<file path="config.mk">
export PLATFORM = sky130hd
export DESIGN_NAME = timer_pair
export DESIGN_NICKNAME = d
export VERILOG_FILES = /design/src/hdl/timer_pair_pkg.sv /design/src/hdl/timer_pair.sv
export SDC_FILE = /design/constraint.sdc
export NUM_CORES = 1
export LEC_CHECK = 0
export BUFFER_PORTS_ARGS = -buffer_cell sky130_fd_sc_hd__clkbuf_2
export CAP_MARGIN = 20
export CORE_MARGIN = 2
export CORE_UTILIZATION = 30
export CTS_CLUSTER_SIZE = 8
export DETAILED_ROUTE_END_ITERATION = 16
export HOLD_SLACK_MARGIN = 0.12
export SLEW_MARGIN = 20
export SYNTH_ARGS = -nofsm -noshare
export SYNTH_HDL_FRONTEND = slang
export SYNTH_SLANG_ARGS = --single-unit
</file>
<file path="constraint.sdc">
create_clock -name clk_sys -period 3.8 [get_ports clk_sys]
set_clock_uncertainty 0.15 [all_clocks]
set_input_delay 0.38 -clock clk_sys [delete_from_list [all_inputs] [get_ports clk_sys]]
set_output_delay 0.38 -clock clk_sys [all_outputs]
set_load 0.02 [all_outputs]
</file>
<file path="src/hdl/timer_pair_pkg.sv">
package timer_pair_pkg;

  // Register indices on the plain port
  localparam logic [3:0] ADDR_CTL_LOWER   = 4'h0;
  localparam logic [3:0] ADDR_CTL_UPPER   = 4'h1;
  localparam logic [3:0] ADDR_CMP_LOWER   = 4'h2;
  localparam logic [3:0] ADDR_CMP_UPPER   = 4'h3;
  localparam logic [3:0] ADDR_DUTY_LOWER  = 4'h4;
  localparam logic [3:0] ADDR_DUTY_UPPER  = 4'h5;
  localparam logic [3:0] ADDR_CNT_LOWER   = 4'h6;
  localparam logic [3:0] ADDR_CNT_UPPER   = 4'h7;
  localparam logic [3:0] ADDR_STATUS      = 4'h8;
  localparam logic [3:0] ADDR_MASK        = 4'h9;
  localparam logic [3:0] ADDR_CONFIG      = 4'ha;

  // Control and config register fields
  localparam int CTL_TFF_BIT    = 7;
  localparam int CTL_CLK_HI     = 6;
  localparam int CTL_CLK_LO     = 4;
  localparam int CTL_START_BIT  = 3;
  localparam int CTL_MODE_HI    = 2;
  localparam int CTL_MODE_LO    = 0;
  localparam int CFG_DCK_BIT    = 0;
  localparam int CFG_SLOW_BIT   = 1;

  // Reset values
  localparam logic [7:0] CTL_RESET  = 8'h00;
  localparam logic [7:0] CMP_RESET  = 8'hff;
  localparam logic [7:0] DUTY_RESET = 8'hff;
  localparam logic [1:0] MASK_RESET = 2'h0;

  // Prescaler widths for fc/2^n and fs/2^3 ticks
  localparam int DIV_W     = 11;
  localparam int FS_DIV_W  = 3;
  localparam int PRE_11    = 11;
  localparam int PRE_7     = 7;
  localparam int PRE_5     = 5;
  localparam int PRE_3     = 3;
  localparam int PRE_1     = 1;

  localparam logic [7:0]  CNT8_TOP  = 8'hff;
  localparam logic [15:0] CNT16_TOP = 16'hffff;

  typedef enum logic [2:0] {
    CLK_SLOW_OR_FC11 = 3'b000,
    CLK_FC7          = 3'b001,
    CLK_FC5          = 3'b010,
    CLK_FC3          = 3'b011,
    CLK_FS           = 3'b100,
    CLK_FC1          = 3'b101,
    CLK_FC           = 3'b110,
    CLK_EVENT_PIN    = 3'b111
  } clk_sel_e;

  typedef enum logic [2:0] {
    MODE_TIMER8   = 3'b000,
    MODE_DIVIDER8 = 3'b001,
    MODE_PWM8     = 3'b010,
    MODE_LOWER16  = 3'b011,
    MODE_TIMER16  = 3'b100,
    MODE_WARMUP   = 3'b101,
    MODE_PWM16    = 3'b110,
    MODE_PPG16    = 3'b111
  } mode_e;

endpackage

</file>
<file path="src/hdl/timer_pair.sv">
`timescale 1ns/1ps
module timer_pair (
  // Clock and reset
  input  wire logic       clk_sys,
  input  wire logic       reset,
  // Register port
  input  wire logic [3:0] address,
  input  wire logic [7:0] write_data,
  input  wire logic       write_strobe,
  input  wire logic       read_strobe,
  output logic      [7:0] read_data,
  // Clock sources and operating state
  input  wire logic       slow_clock_tick,
  input  wire logic       slow_mode,
  // Event inputs, index 0 lower unit, 1 upper unit
  input  wire logic [1:0] event_input_pin,
  // Outputs
  output logic      [1:0] divider_output_pin,
  output logic      [1:0] pulse_width_output_pin,
  output logic            pulse_generator_output_pin,
  output logic      [1:0] timer_match_interrupt,
  output logic            irq
);

  typedef struct packed {
    logic [1:0][7:0]                          ctl;
    logic [1:0][7:0]                          cmp;
    logic [1:0][7:0]                          duty;
    logic [1:0][7:0]                          duty_act;
    logic [1:0][7:0]                          cnt;
    logic [1:0]                               ff;
    logic [1:0]                               match;
    logic [1:0]                               status;
    logic [1:0]                               mask;
    logic                                     dck;
    logic [timer_pair_pkg::DIV_W-1:0]         div;
    logic [timer_pair_pkg::FS_DIV_W-1:0]      fsdiv;
    logic [1:0]                               ev_prev;
    logic [7:0]                               rdata;
  } state_s;

  state_s s;
  state_s next_s;

  // Source tick for one clock select value
  function automatic logic src_tick(
    input logic [2:0]                      sel,
    input logic                            ev_fall,
    input logic [timer_pair_pkg::DIV_W-1:0] div,
    input logic                            fs3,
    input logic                            fs1,
    input logic                            dck,
    input logic                            slow
  );
    logic t;
    t = 1'b0;
    case (sel)
      timer_pair_pkg::CLK_SLOW_OR_FC11: begin
        t = (slow || dck) ? fs3 : &div[timer_pair_pkg::PRE_11-1:0];
      end
      timer_pair_pkg::CLK_FC7: begin
        t = !slow && &div[timer_pair_pkg::PRE_7-1:0];
      end
      timer_pair_pkg::CLK_FC5: begin
        t = !slow && &div[timer_pair_pkg::PRE_5-1:0];
      end
      timer_pair_pkg::CLK_FC3: begin
        t = !slow && &div[timer_pair_pkg::PRE_3-1:0];
      end
      timer_pair_pkg::CLK_FS: begin
        t = fs1;
      end
      timer_pair_pkg::CLK_FC1: begin
        t = !slow && &div[timer_pair_pkg::PRE_1-1:0];
      end
      timer_pair_pkg::CLK_FC: begin
        t = !slow;
      end
      timer_pair_pkg::CLK_EVENT_PIN: begin
        t = ev_fall;
      end
      default: begin
        t = 1'b0;
      end
    endcase
    return t;
  endfunction

  logic        cascade;
  logic [1:0]  tick;
  logic [1:0]  ev_fall;
  logic        fs3;
  logic [15:0] c16;
  logic [15:0] c16_inc;
  logic [15:0] cmp16;
  logic [15:0] duty16;
  logic [7:0]  c8_inc;
  logic [1:0]  clr;
  logic [1:0]  dload;

  always_comb begin
    next_s  = s;
    cascade = s.ctl[1][timer_pair_pkg::CTL_MODE_HI];
    ev_fall = s.ev_prev & ~event_input_pin;
    fs3     = slow_clock_tick && &s.fsdiv;
    clr     = 2'h0;
    c16     = {s.cnt[1], s.cnt[0]};
    c16_inc = c16 + 16'h0001;
    cmp16   = {s.cmp[1], s.cmp[0]};
    duty16  = {s.duty_act[1], s.duty_act[0]};
    c8_inc  = 8'h00;
    dload   = 2'h0;
    for (int i = 0; i < 2; i++) begin
      tick[i] = src_tick(s.ctl[i][timer_pair_pkg::CTL_CLK_HI:timer_pair_pkg::CTL_CLK_LO],
                         ev_fall[i], s.div, fs3, slow_clock_tick, s.dck, slow_mode);
    end

    next_s.match   = 2'h0;
    next_s.div     = s.div + 1'b1;
    next_s.ev_prev = event_input_pin;
    if (slow_clock_tick) begin
      next_s.fsdiv = s.fsdiv + 1'b1;
    end

    // Register writes
    if (write_strobe) begin
      case (address)
        timer_pair_pkg::ADDR_CTL_LOWER, timer_pair_pkg::ADDR_CTL_UPPER: begin
          next_s.ctl[address[0]] = write_data;
          // Initial level loads only while stopped or on the start write
          if (!s.ctl[address[0]][timer_pair_pkg::CTL_START_BIT]) begin
            next_s.ff[address[0]] = write_data[timer_pair_pkg::CTL_TFF_BIT];
          end
        end
        timer_pair_pkg::ADDR_CMP_LOWER, timer_pair_pkg::ADDR_CMP_UPPER: begin
          next_s.cmp[address[0]] = write_data;
        end
        timer_pair_pkg::ADDR_DUTY_LOWER, timer_pair_pkg::ADDR_DUTY_UPPER: begin
          next_s.duty[address[0]] = write_data;
        end
        timer_pair_pkg::ADDR_STATUS: begin
          clr = write_data[1:0];
        end
        timer_pair_pkg::ADDR_MASK: begin
          next_s.mask = write_data[1:0];
        end
        timer_pair_pkg::ADDR_CONFIG: begin
          next_s.dck = write_data[timer_pair_pkg::CFG_DCK_BIT];
        end
        default: begin
          next_s.dck = s.dck;
        end
      endcase
    end

    // Read data stands only in the cycle after the strobe
    next_s.rdata = 8'h00;
    if (read_strobe) begin
      case (address)
        timer_pair_pkg::ADDR_CTL_LOWER:  next_s.rdata = s.ctl[0];
        timer_pair_pkg::ADDR_CTL_UPPER:  next_s.rdata = s.ctl[1];
        timer_pair_pkg::ADDR_CMP_LOWER:  next_s.rdata = s.cmp[0];
        timer_pair_pkg::ADDR_CMP_UPPER:  next_s.rdata = s.cmp[1];
        timer_pair_pkg::ADDR_DUTY_LOWER: next_s.rdata = s.duty_act[0];
        timer_pair_pkg::ADDR_DUTY_UPPER: next_s.rdata = s.duty_act[1];
        timer_pair_pkg::ADDR_CNT_LOWER:  next_s.rdata = s.cnt[0];
        timer_pair_pkg::ADDR_CNT_UPPER:  next_s.rdata = s.cnt[1];
        timer_pair_pkg::ADDR_STATUS:     next_s.rdata = {6'h00, s.status};
        timer_pair_pkg::ADDR_MASK:       next_s.rdata = {6'h00, s.mask};
        timer_pair_pkg::ADDR_CONFIG:     next_s.rdata = {6'h00, slow_mode, s.dck};
        default:                         next_s.rdata = 8'h00;
      endcase
    end

    if (!cascade) begin
      // Two independent 8-bit units
      for (int i = 0; i < 2; i++) begin
        c8_inc = s.cnt[i] + 8'h01;
        if (!s.ctl[i][timer_pair_pkg::CTL_START_BIT]) begin
          next_s.cnt[i] = 8'h00;
        end else if (tick[i]) begin
          case (s.ctl[i][timer_pair_pkg::CTL_MODE_HI:timer_pair_pkg::CTL_MODE_LO])
            timer_pair_pkg::MODE_DIVIDER8: begin
              if (c8_inc == s.cmp[i]) begin
                next_s.cnt[i]   = 8'h00;
                next_s.ff[i]    = ~s.ff[i];
                next_s.match[i] = 1'b1;
              end else begin
                next_s.cnt[i] = c8_inc;
              end
            end
            timer_pair_pkg::MODE_PWM8: begin
              next_s.cnt[i] = c8_inc;
              if (c8_inc == s.duty_act[i]) begin
                next_s.ff[i] = ~s.ff[i];
              end
              if (s.cnt[i] == timer_pair_pkg::CNT8_TOP) begin
                next_s.ff[i]    = ~s.ff[i];
                next_s.match[i] = 1'b1;
              end
            end
            default: begin
              if (c8_inc == s.cmp[i]) begin
                next_s.cnt[i]   = 8'h00;
                next_s.match[i] = 1'b1;
              end else begin
                next_s.cnt[i] = c8_inc;
              end
            end
          endcase
        end
        dload[i] = !s.ctl[i][timer_pair_pkg::CTL_START_BIT] || next_s.match[i];
      end
    end else begin
      // Chained 16-bit counter: upper byte advances on the lower byte carry
      if (!s.ctl[1][timer_pair_pkg::CTL_START_BIT]) begin
        next_s.cnt = 16'h0000;
      end else if (tick[0]) begin
        case (s.ctl[1][timer_pair_pkg::CTL_MODE_HI:timer_pair_pkg::CTL_MODE_LO])
          timer_pair_pkg::MODE_PWM16: begin
            next_s.cnt = c16_inc;
            if (c16_inc == duty16) begin
              next_s.ff[1] = ~s.ff[1];
            end
            if (c16 == timer_pair_pkg::CNT16_TOP) begin
              next_s.ff[1]    = ~s.ff[1];
              next_s.match[1] = 1'b1;
            end
          end
          timer_pair_pkg::MODE_PPG16: begin
            next_s.cnt = c16_inc;
            if (c16_inc == duty16) begin
              next_s.ff[1] = ~s.ff[1];
            end
            if (c16_inc == cmp16) begin
              next_s.cnt      = 16'h0000;
              next_s.ff[1]    = ~s.ff[1];
              next_s.match[1] = 1'b1;
            end
          end
          default: begin
            if (c16_inc == cmp16) begin
              next_s.cnt      = 16'h0000;
              next_s.match[1] = 1'b1;
            end else begin
              next_s.cnt = c16_inc;
            end
          end
        endcase
      end
      dload = {2{!s.ctl[1][timer_pair_pkg::CTL_START_BIT] || next_s.match[1]}};
    end

    // Duty shadow reloads at the period boundary or while stopped
    for (int i = 0; i < 2; i++) begin
      if (dload[i]) begin
        next_s.duty_act[i] = next_s.duty[i];
      end
    end

    // Set wins over a clear in the same cycle
    next_s.status = (s.status & ~clr) | next_s.match;
  end

  always_ff @(posedge clk_sys) begin
    if (reset) begin
      s          <= '0;
      s.ctl      <= {2{timer_pair_pkg::CTL_RESET}};
      s.cmp      <= {2{timer_pair_pkg::CMP_RESET}};
      s.duty     <= {2{timer_pair_pkg::DUTY_RESET}};
      s.duty_act <= {2{timer_pair_pkg::DUTY_RESET}};
      s.mask     <= timer_pair_pkg::MASK_RESET;
    end else begin
      s <= next_s;
    end
  end

  assign read_data                  = s.rdata;
  assign divider_output_pin         = ~s.ff;
  assign pulse_width_output_pin     = ~s.ff;
  assign pulse_generator_output_pin = ~s.ff[1];
  assign timer_match_interrupt      = s.match;
  assign irq                        = |(s.status & s.mask);

endmodule

</file>
==> impl_metrics.json <==
{
  "status": "complete, no violations",
  "numCtsBuffers": 17,
  "rsz0062_at_grt": "false",
  "post-dp-hpwl_um": 14600,
  "cp_max_fo": 12,
  "cts_tree": "done",
  "insertion_delay_ps": 410,
  "finalCritPeriodShare": 0.911,
  "die_h_um": 154,
  "drive_gt1_frac": 0.161,
  "grt_max_degree": 54,
  "hold_path.class": "in -> reg",
  "finalWeightedCongestion": 0.971,
  "antenna_found_initial": 0,
  "initial_core_util": 0.307,
  "cts-resized-gates": 0,
  "ys_seq_elements": 113,
  "wirelength_um": 19300,
  "synthCells": 758,
  "max_cap_violations": 0,
  "clk_path_buf_depth": 2,
  "cp.arrival_ps": 3610,
  "peakVddDrop_v": 0.000308,
  "maxSlewViolCount": 0,
  "drt-initial-drc-count": 490,
  "grt_pass1_wl_um": 30300,
  "yosysTopAreaCellShare": 0.336,
  "hold_violations": 0,
  "power_density_nw_per_um2": 386,
  "yosysWarnings": 0,
  "synth_most_common_cell": "dfxtp_1",
  "final.fill_count": 2282,
  "path_clk_slew_ps": 60,
  "grt_pass1_vias": 5262,
  "io_buffers": 35,
  "seqCellArea_um2": 2260,
  "synth_edf_count": 0,
  "synth_area_leader_cell": "dfxtp_1",
  "synthFlopType": "dfxtp_1",
  "grt_usage": 0.164,
  "p_total_uw": 2920,
  "avgViaCountPerCell": 5.32,
  "async_flop_share": 0,
  "finalNetCount": 785,
  "netlist-cell-type-count": 81,
  "cp-end-kind": "flop",
  "path_class": "reg -> reg",
  "cts_max_level": 4,
  "clkSinkCount": 113,
  "cp-start-kind": "flop",
  "setup_viol": 0,
  "coreArea_um2": 21900,
  "postCtsSetupBuffers": 0,
  "multi_input_area_um2": 4050,
  "ys_top_cells_by_count": "dfxtp_1, nand2_1, nor2_1",
  "maxSlewHeadroom": 0.371,
  "io_pins": 36,
  "die_w_um": 154,
  "grt-ovfl-total": 0,
  "drcViolationCount": 0,
  "tightestPinTransition_ps": 942,
  "area_growth_pct": 12.5,
  "placementRows": 54,
  "fmax_mhz": 289,
  "wl_per_cell_um": 18.4,
  "syn_nets": 785,
  "final.min_clock_period_ps": 3460,
  "antenna_left": 0,
  "synth_area_leaders": "dfxtp_1, mux2i_1, xnor2_1",
  "postCtsHoldBufs": 2,
  "fin_tns_setup_ps": 0,
  "dieArea_um2": 23600,
  "yosysSeqAreaShare": 0.336,
  "syn_area_per_cell_um2": 8.87,
  "netlist_area_um2": 6720,
  "num_vias": 5590,
  "diodes": 0,
  "cp.required_ps": 3950,
  "cts_root_buffer": "clkbuf_16",
  "dr.pass1.iters": 5,
  "leakagePower_uw": 0.00292,
  "hold_slack_ps": 182
}
flip-flops by register name, indices dropped and copies added (netlist names):
signal                 flops
s                         54
c16                       16
cmp16                     16
duty16                    16
read_data                  8
timer_match_interrupt      2
cascade                    1
critical path, stage by stage, from the launching register on:
cell       delay (ps)
dfxtp_1           580
ha_1              450
and3_1            230
nand4_1           140
a2111oi_2         540
o211ai_1          140
o31ai_1           230
a32o_1            470
nor2_4            110
mux2_4            310
logic make-up (layout without fill, tap and decap cells):
kind of cell / count (synthesis) / count (layout) / share of synthesized area
flops: 113 / 113 / 0.336
mux: 80 / 80 / 0.135
buf+inv: 82 / 95 / 0.0618
xor+xnor: 69 / 69 / 0.102
fa+ha+maj: 7 / 7 / 0.0130
compound gates: 117 / 117 / 0.131
simple gates: 290 / 290 / 0.220
layout make-up:
class / instances / area share
flip-flops and latches: 113 / 0.299
well taps: 280 / 0.0463
clock buffers: 21 / 0.0609
inverters: 14 / 0.00695
repair buffers: 49 / 0.0377
multi-input cells: 563 / 0.535
clock inverters: 11 / 0.0139
final timing paths:
kind                              endpoint  depth (start not counted)  slack (ps)           from
worst max register to register  duty16[14]                          9         340         c16[9]
worst min-delay path             cmp16[11]                          3         180  write_data[3]
worst max-delay path            duty16[14]                          9         340         c16[9]
worst min register to register       s[72]                          2         320          s[72]
layer usage:
layer | up-vias | routed length, um | track usage
li1 | 2692 | - | -
met1 | 2667 | 9120 | 0.229
met2 | 203 | 8410 | 0.246
met3 | 28 | 1370 | 0.0426
met4 | 0 | 446 | 0.0572
met5 | - | 0 | 0
where the power goes:
part / switching [uW] / internal [uW]
sequential: 19.9 / 1200
combinational: 107 / 66.5
clock: 582 / 936
total: 709 / 2210
layout by cell type, fill, tap and decap left out, drive strengths merged, types with 5 or more instances in the layout:
cell and n:
dfxtp 113, nand2 82, nor2 73, mux2i 62, clkbuf 56, xnor2 38, nand3 36, a21oi 36
xor2 25, inv 16, nor2b 13, nor3 13, nand4 13, and3 12, buf 12, mux2 11
or2 10, o31ai 8, nand2b 7, o22ai 7, o32a 7, ha 7, mux4 7, xnor3 6
o21ai 6, nor4 6, a211oi 5, and4 5
through the flow:
step | util | std cells | area [um^2] | setup WS, ps
after global routing | 0.345 | 1051 | 7560 | 71.4
after floorplan | - | 758 | 6720 | 1040
final | 0.345 | 1051 | 7560 | 340
after global placement | 0.319 | 1017 | 6980 | 471
after detailed placement | 0.319 | 1017 | 6980 | 393
after CTS | 0.345 | 1051 | 7560 | 387
No activity file was read; power rests on OpenSTA's default activity.
